===== src/dac_regs_pkg.sv =====
// constants of the converter code, pin switch and reference control registers
// Notes on behaviour
// - code is high byte over low nibble
// - code registers reset zero, low nibble reads zero
// - two independent converter channels, own registers
// - switch bit 7 links converter one
// - switch bit 6 links converter two
// - pins zero to four: bit 0 reads zero
// - amp one status read-only, zero when disabled
// - status shows amp one output state whenever amp one is enabled
// - reference register gaps read zero, fields reset
// - amplifier modes come from switch control
// - mode field: off-hiz, on, off-grounded
// - reference select: internal, supply, floating
// - amp one mode bit selects calibration
package dac_regs_pkg;

  localparam int unsigned ADDR_W = 8;
  localparam int unsigned DATA_W = 32;
  localparam int unsigned NUM_PINS = 8;
  localparam int unsigned PIN_A_LAST = 4;

  // byte addresses
  localparam logic [7:0] OFF_ONE_LOW  = 8'h00;
  localparam logic [7:0] OFF_ONE_HIGH = 8'h04;
  localparam logic [7:0] OFF_ONE_MODE = 8'h08;
  localparam logic [7:0] OFF_TWO_LOW  = 8'h0C;
  localparam logic [7:0] OFF_TWO_HIGH = 8'h10;
  localparam logic [7:0] OFF_TWO_MODE = 8'h14;
  localparam logic [7:0] OFF_REF_CTRL = 8'h18;
  localparam logic [7:0] OFF_AMP_CTRL = 8'h1C;
  localparam logic [7:0] OFF_PIN_BASE = 8'h20;

  localparam logic [7:0] RESET_BYTE  = 8'h00;
  localparam logic [7:0] PIN_A_MASK  = 8'hFE;
  localparam logic [7:0] PIN_B_MASK  = 8'hFF;
  localparam logic [7:0] REF_WR_MASK = 8'h13;

  localparam int unsigned CONV_ONE_BIT = 7;
  localparam int unsigned CONV_TWO_BIT = 6;
  localparam int unsigned STATUS_BIT   = 7;
  localparam int unsigned REF_EN_BIT   = 4;
  localparam int unsigned CAL_MODE_BIT = 7;
  localparam int unsigned AMP_EN_BIT   = 5;

  typedef enum logic [1:0] {
    MODE_OFF_HIZ = 2'b00,
    MODE_ON      = 2'b01,
    MODE_OFF_GND = 2'b10,
    MODE_ON_ALT  = 2'b11
  } dac_mode_t;

  localparam logic [1:0] REF_SEL_SUPPLY = 2'b10;
  localparam logic [1:0] REF_SEL_FLOAT  = 2'b11;

endpackage


===== src/dac_channel.sv =====
// one converter channel: code register pair and mode field
`timescale 1ns/100ps
module dac_channel
(
  input  wire logic        pclk,
  input  wire logic        presetn,
  input  wire logic        wr_low,
  input  wire logic        wr_high,
  input  wire logic        wr_mode,
  input  wire logic [7:0]  wdata,
  output logic      [7:0]  low_value,
  output logic      [7:0]  high_value,
  output logic      [1:0]  mode,
  output logic      [11:0] code
);
  import dac_regs_pkg::*;

  typedef struct packed {
    logic [3:0]  low;
    logic [7:0]  high;
    logic [1:0]  mode;
    logic [11:0] code;
  } chan_t;

  chan_t cur;
  chan_t next_cur;

  always_comb
  begin
    next_cur = cur;
    if (wr_low)
      next_cur.low = wdata[7:4];
    if (wr_mode)
      next_cur.mode = wdata[1:0];
    // converter sees nothing until the high byte lands
    if (wr_high)
    begin
      next_cur.high = wdata;
      next_cur.code = {wdata, cur.low};
    end
  end

  always_ff @(posedge pclk or negedge presetn)
  begin
    if (!presetn)
      cur <= '0;
    else
      cur <= next_cur;
  end

  assign low_value  = {cur.low, 4'h0};
  assign high_value = cur.high;
  assign mode       = cur.mode;
  assign code       = cur.code;
endmodule


===== src/dac_code_and_pin_switch_regs.sv =====
// apb register bank for two converters, pin switches and reference control
//
// The implementer's own choices: the address map and the APB slave port.
`timescale 1ns/100ps
module dac_code_and_pin_switch_regs
(
  input  wire logic                                   pclk,
  input  wire logic                                   presetn,
  input  wire logic                                   psel,
  input  wire logic                                   penable,
  input  wire logic                                   pwrite,
  input  wire logic [dac_regs_pkg::ADDR_W-1:0]        paddr,
  input  wire logic [dac_regs_pkg::DATA_W-1:0]        pwdata,
  input  wire logic [3:0]                             pstrb,
  output logic      [dac_regs_pkg::DATA_W-1:0]        prdata,
  output logic                                        pready,
  output logic                                        pslverr,
  input  wire logic                                   amp_one_output,
  output logic      [11:0]                            dac_one_code,
  output logic      [11:0]                            dac_two_code,
  output logic                                        dac_one_enable,
  output logic                                        dac_two_enable,
  output logic                                        dac_one_grounded,
  output logic                                        dac_two_grounded,
  output logic                                        reference_generator_enable,
  output logic      [1:0]                             conv_reference_select,
  output logic                                        internal_reference_on,
  output logic                                        dac_ref_from_internal,
  output logic                                        dac_ref_from_supply,
  output logic                                        dac_ref_floating,
  output logic                                        amp_one_enable,
  output logic                                        amp_one_calibration_mode,
  output logic      [7:0]                             amp_one_control,
  output logic      [dac_regs_pkg::NUM_PINS-1:0]      conv_one_to_pin_switch,
  output logic      [dac_regs_pkg::NUM_PINS-1:0]      conv_two_to_pin_switch,
  output logic      [dac_regs_pkg::NUM_PINS*6-1:0]    pin_other_switches
);
  import dac_regs_pkg::*;

  ////////////////////////////////////////////////////////////////////////////
  // state

  typedef struct packed {
    logic [7:0]                  ref_ctrl;
    logic [7:0]                  amp_ctrl;
    logic [NUM_PINS-1:0][7:0]    pins;
    logic                        sync1;
    logic                        sync2;
    logic [DATA_W-1:0]           rdata;
    logic                        err;
  } regs_t;

  regs_t cur;
  regs_t next_cur;

  logic        wr;
  logic        setup;
  logic        pin_hit;
  logic [2:0]  pin_idx;
  logic        amp_one_digital_status;
  logic [7:0]  ref_read;
  logic [7:0]  rd_byte;
  logic        rd_hit;
  logic [7:0]  one_low;
  logic [7:0]  one_high;
  logic [7:0]  two_low;
  logic [7:0]  two_high;
  logic [1:0]  one_mode;
  logic [1:0]  two_mode;

  ////////////////////////////////////////////////////////////////////////////
  // bus decode

  // only byte lane 0 carries register bits
  assign wr      = psel && penable && pwrite && pstrb[0];
  assign setup   = psel && !penable;
  assign pin_hit = (paddr[7:5] == OFF_PIN_BASE[7:5]) && (paddr[1:0] == 2'b00);
  assign pin_idx = paddr[4:2];

  ////////////////////////////////////////////////////////////////////////////
  // converter channels

  dac_channel u_dac_one
  (
    .pclk       (pclk),
    .presetn    (presetn),
    .wr_low     (wr && (paddr == OFF_ONE_LOW)),
    .wr_high    (wr && (paddr == OFF_ONE_HIGH)),
    .wr_mode    (wr && (paddr == OFF_ONE_MODE)),
    .wdata      (pwdata[7:0]),
    .low_value  (one_low),
    .high_value (one_high),
    .mode       (one_mode),
    .code       (dac_one_code)
  );

  dac_channel u_dac_two
  (
    .pclk       (pclk),
    .presetn    (presetn),
    .wr_low     (wr && (paddr == OFF_TWO_LOW)),
    .wr_high    (wr && (paddr == OFF_TWO_HIGH)),
    .wr_mode    (wr && (paddr == OFF_TWO_MODE)),
    .wdata      (pwdata[7:0]),
    .low_value  (two_low),
    .high_value (two_high),
    .mode       (two_mode),
    .code       (dac_two_code)
  );

  ////////////////////////////////////////////////////////////////////////////
  // amplifier status

  // disabled amplifier forces its status low whatever the comparator does
  assign amp_one_digital_status = cur.amp_ctrl[AMP_EN_BIT] && cur.sync2;

  always_comb
  begin
    ref_read = cur.ref_ctrl;
    ref_read[STATUS_BIT] = amp_one_digital_status;
  end

  ////////////////////////////////////////////////////////////////////////////
  // read mux

  always_comb
  begin
    rd_byte = 8'h00;
    rd_hit = 1'b1;
    case (paddr)
      OFF_ONE_LOW:  rd_byte = one_low;
      OFF_ONE_HIGH: rd_byte = one_high;
      OFF_ONE_MODE: rd_byte = {6'h00, one_mode};
      OFF_TWO_LOW:  rd_byte = two_low;
      OFF_TWO_HIGH: rd_byte = two_high;
      OFF_TWO_MODE: rd_byte = {6'h00, two_mode};
      OFF_REF_CTRL: rd_byte = ref_read;
      OFF_AMP_CTRL: rd_byte = cur.amp_ctrl;
      default:
      begin
        if (pin_hit)
          rd_byte = cur.pins[pin_idx];
        else
          rd_hit = 1'b0;
      end
    endcase
  end

  ////////////////////////////////////////////////////////////////////////////
  // next state

  always_comb
  begin
    next_cur = cur;
    // comparator is analog and asynchronous to pclk
    next_cur.sync1 = amp_one_output;
    next_cur.sync2 = cur.sync1;
    // read data and error are captured in setup so access phase needs no wait
    if (setup)
    begin
      next_cur.rdata = {24'h000000, rd_byte};
      next_cur.err = !rd_hit;
    end
    if (wr && (paddr == OFF_REF_CTRL))
      next_cur.ref_ctrl = pwdata[7:0] & REF_WR_MASK;
    if (wr && (paddr == OFF_AMP_CTRL))
      next_cur.amp_ctrl = pwdata[7:0];
    for (int i = 0; i < NUM_PINS; i++)
    begin
      if (wr && pin_hit && (pin_idx == 3'(i)))
        next_cur.pins[i] = pwdata[7:0] & ((i <= PIN_A_LAST) ? PIN_A_MASK : PIN_B_MASK);
    end
  end

  always_ff @(posedge pclk or negedge presetn)
  begin
    if (!presetn)
      cur <= '0;
    else
      cur <= next_cur;
  end

  ////////////////////////////////////////////////////////////////////////////
  // outputs

  assign prdata  = cur.rdata;
  assign pready  = 1'b1;
  assign pslverr = psel && penable && cur.err;

  assign dac_one_enable   = one_mode[0];
  assign dac_two_enable   = two_mode[0];
  assign dac_one_grounded = (one_mode == MODE_OFF_GND);
  assign dac_two_grounded = (two_mode == MODE_OFF_GND);

  assign reference_generator_enable = cur.ref_ctrl[REF_EN_BIT];
  assign conv_reference_select      = cur.ref_ctrl[1:0];
  assign internal_reference_on      = cur.ref_ctrl[REF_EN_BIT] && !cur.ref_ctrl[1];
  assign dac_ref_from_internal      = !cur.ref_ctrl[1];
  assign dac_ref_from_supply        = (cur.ref_ctrl[1:0] == REF_SEL_SUPPLY);
  assign dac_ref_floating           = (cur.ref_ctrl[1:0] == REF_SEL_FLOAT);

  // calibration bit also steers the amplifier's mode switches
  assign amp_one_enable           = cur.amp_ctrl[AMP_EN_BIT];
  assign amp_one_calibration_mode = cur.amp_ctrl[CAL_MODE_BIT];
  assign amp_one_control          = cur.amp_ctrl;

  // no interlock: both converters may drive one pin if software asks
  generate
    for (genvar p = 0; p < NUM_PINS; p++)
    begin : g_pin
      assign conv_one_to_pin_switch[p] = cur.pins[p][CONV_ONE_BIT];
      assign conv_two_to_pin_switch[p] = cur.pins[p][CONV_TWO_BIT];
      assign pin_other_switches[p*6 +: 6] = cur.pins[p][5:0];
    end
  endgenerate
endmodule


===== config.mk =====
export PLATFORM = sky130hd
export DESIGN_NAME = dac_code_and_pin_switch_regs
export DESIGN_NICKNAME = d
export VERILOG_FILES = /design/src/dac_regs_pkg.sv /design/src/dac_channel.sv /design/src/dac_code_and_pin_switch_regs.sv
export SDC_FILE = /design/constraint.sdc
export NUM_CORES = 1
export LEC_CHECK = 0
export ABC_CLOCK_PERIOD_IN_PS = 1750
export BUFFER_PORTS_ARGS = -buffer_cell sky130_fd_sc_hd__buf_2
export CORE_AREA = 10 10 161 118
export CTS_BUF_LIST = sky130_fd_sc_hd__clkbuf_8
export DETAILED_ROUTE_END_ITERATION = 6
export DIE_AREA = 0 0 171 128
export GPL_TIMING_DRIVEN = 0
export PLACE_DENSITY = 0.71
export SLEW_MARGIN = 20
export SYNTH_ARGS = -nofsm -noshare
export SYNTH_HDL_FRONTEND = slang
export SYNTH_SLANG_ARGS = --single-unit
export TNS_END_PERCENT = 10

===== constraint.sdc =====
create_clock -name pclk -period 1.75 [get_ports pclk]
set_input_delay 0.0875 -clock pclk [delete_from_list [all_inputs] [get_ports pclk]]
set_output_delay 0.0875 -clock pclk [all_outputs]
set_load 0.02 [all_outputs]

==> results by group <==
Run status
  – Status: completed

STA
  – Slew @ Worst Pin: around 0.67 ns
  – Rel. slew slack: between 50% and 60%
  – Crit share post-route: roughly 95%
  – Clk_skew: about 0.014 ns
  – Fmax: 598 MHz
  – Final Max Tran Viols: 0
  – Post-layout minimum cycle time: about 1.7 ns
  – RSZ-0062 raised after global routing: false
  – Setup Viol. Count Final: 0
  – Final hold vios: 0

Synthesis
  – EDFF count, synth: 0
  – Top FF cell, synth: dfrtp_1
  – Post-synth cell types: between 40 and 50
  – Yosys warnings: 0
  – Mapped cell area: about 6300 sq um
  – Cells after Synth: a little over 500
  – Mean Syn Cell Area: approximately 12 sq um
  – Flops & latches, synth: around 120
  – Sequential area share after synthesis: 46.8%
  – FFs w/ async S/R, synth: 100%

Flow run
  – Max cap viols: 0

Setup path
  – Critical Path Start Type: flip-flop
  – CP max FO: 3
  – Crit path DAT: 1.96 ns
  – CP required: between 2 and 2.5 ns
  – Critical Path End Type: flip-flop
  – Worst Setup Path Type: flip-flop to flip-flop

Power and ir drop
  – Power Density: roughly 770 nW/um^2
  – Pleak: around 4.3 nW
  – Power Total: 6.07 mW
  – Max rail drop VDD: between 500 and 600 uV

Floorplanning
  – Die area: ~22,000 sq um
  – IO Count: 193
  – Die Ht: approximately 130 um
  – Die Wd: between 150 and 200 um
  – Row Count: 39
  – Core box area: about 16,000 sq um
  – Initial core utilization: between 30% and 40%

Placed design
  – GPL Wtd Cong: approximately 0.90
  – Port Buffer Count: between 100 and 150
  – Placed cell area: about 7300 sq um
  – Hpwl dp: approximately 14 mm

Global routing
  – Gr usage total: 16.6%
  – Grt ovf: 0
  – Vias in the first global route: 4,683
  – Initial antenna violation count: 1
  – Largest net degree at the start of global routing: 74
  – First-pass GRT wire length: about 28 mm

Layout
  – Design area: around 8000 sq um
  – Nets: approximately 740
  – Commonest non-fill, non-tap cells in the layout: buf_2 (139), dfrtp_1 (117), buf_4 (109), mux2_2 (97), conb_1 (30)
  – Filler cell count: 1,515
  – Sequential Area: about 2900 sq um
  – Multi-input gate area: around 2500 sq um
  – Most common cell after layout, fill and taps aside: buf_2
  – Share of layout cells above drive strength 1: 58.7%
  – P&R area growth vs syn: 25.3%

Clock tree
  – Clock root cell: clkbuf_8
  – CTS sink count: about 120
  – Setup Buffers After CTS: 0
  – Clock transition at path regs: approximately 0.07 ns
  – CTS tree: done
  – Worst-Skew Late Latency: 0.43 ns
  – H-tree depth: 4
  – Clock buffer depth: 2
  – CTS buffer count: 17

Detailed routing
  – Detailed Route WL: approximately 18 mm
  – DR pass1 iterations: 7
  – Antenna Violating Nets Remaining: 0
  – Vias/cell: 4.87
  – Via Count: about 4,400
  – Post-route DRC: 0
  – Drt wl/cell: 19.8 um
  – DRT iter0 DRCs: around 290

Min path
  – Hold crit path type: primary input to flip-flop
cells in the mapped netlist, types with 7 or more instances:
cell	n	share of area, %
mux2_4	10	2.4
dfrtp_1	117	47
nor2b_1	7	0.70
buf_2	7	0.56
o21ai_0	7	0.56
mux2_2	97	17
nor2_1	18	1.1
nand2_1	20	1.2
clkbuf_1	11	0.66
mux4_2	15	5.4
a31oi_1	8	0.80
buf_4	109	13
cells by family (layout without fill, tap and decap cells):
family / after synthesis / count (layout) / share of synthesized area [%]
flip-flops: 117 / 117 / 46.8
multiplexers: 128 / 128 / 26.2
AO/OA/AOI/OAI: 38 / 38 / 4.04
AND/OR/NAND/NOR: 85 / 85 / 8.04
other: 2 / 31 / 0.120
buffers and inverters: 134 / 309 / 14.8
worst paths after layout:
path	slack, ns	from	end	cells past startpoint
worst min register to register	0.36	cur[34]	cur[33]	0
worst max-delay path	0.08	conv_two_to_pin_switch[3]	prdata[6]	4
min in group asynchronous	0.15	presetn	u_dac_two.code[3]	2
worst min-delay path	0.04	pwdata[0]	u_dac_one.code[4]	2
worst max register to register	0.08	conv_two_to_pin_switch[3]	prdata[6]	4
max in group asynchronous	0.88	presetn	prdata[4]	3
state kept, by name (all words and copies together), names as in the netlist:
register,count
amp_one_control,8
conv_one_to_pin_switch,8
conv_reference_select,2
conv_two_to_pin_switch,8
cur,3
pin_other_switches,43
prdata,8
reference_generator_enable,1
u_dac_one.code,12
u_dac_one.low_value,4
u_dac_one.mode,2
u_dac_two.code,12
u_dac_two.low_value,4
u_dac_two.mode,2
report_power, final:
part	internal [mW]	total [mW]	switching (mW)	leakage, nW
sequential	2.75	2.78	0.0322	1.61
clock	1.60	2.70	1.10	0.229
combinational	0.225	0.597	0.371	2.50
total	4.57	6.07	1.50	4.34
per-layer routing:
metal	vias to the layer above	global-route usage, %	share of wire, %	wire length, um
met3	18	6.06	8.7	1580
met2	207	23.8	44	7870
met1	2190	23.4	47	8430
met4	0	3.77	1.1	195
li1	2028	-	-	-
met5	-	0	0	0
layout make-up:
type                            instances  area share [%]
Antenna cell                            1          0.0319
Tap cell                              205            3.27
Clock inverter                         13            2.09
Timing Repair Buffer                  143            10.1
Inverter                                5           0.239
Sequential cell                       117            37.3
Multi-Input combinational cell        281            32.1
Buffer                                129            11.6
Clock buffer                           19            3.33
worst max-delay path, cell delays in order (launching register included):
cell and delay (ns):
dfrtp_1 0.41, mux4_2 0.49, and3_1 0.21, a311oi_2 0.29, a31oi_1 0.14
timing repair:
| action | 4_1_cts | 5_1_grt |
|---|---|---|
| endpoints found under the hold margin | 64 | 0 |
| hold buffers | 9 | 0 |
| endpoints found under the setup margin | 1 | 0 |
| gates resized for setup | 1 | 0 |
metrics by stage:
step / worst slack (ns) / hold slack, ns / util (%) / std cells / setup TNS [ns]
final: 0.0789 / 0.0427 / 49.0 / 913 / 0
after floorplan: 0.227 / -0.208 / - / 532 / 0
after global placement: -0.900 / 0.196 / 45.5 / 870 / -115.03
after detailed placement: -0.312 / 0.0472 / 45.7 / 871 / -11.34
after CTS: 0.0838 / 0.0112 / 49.0 / 912 / 0
after global routing: 0.00977 / 0.00743 / 49.0 / 913 / 0
(Power assumes the default switching activity.)
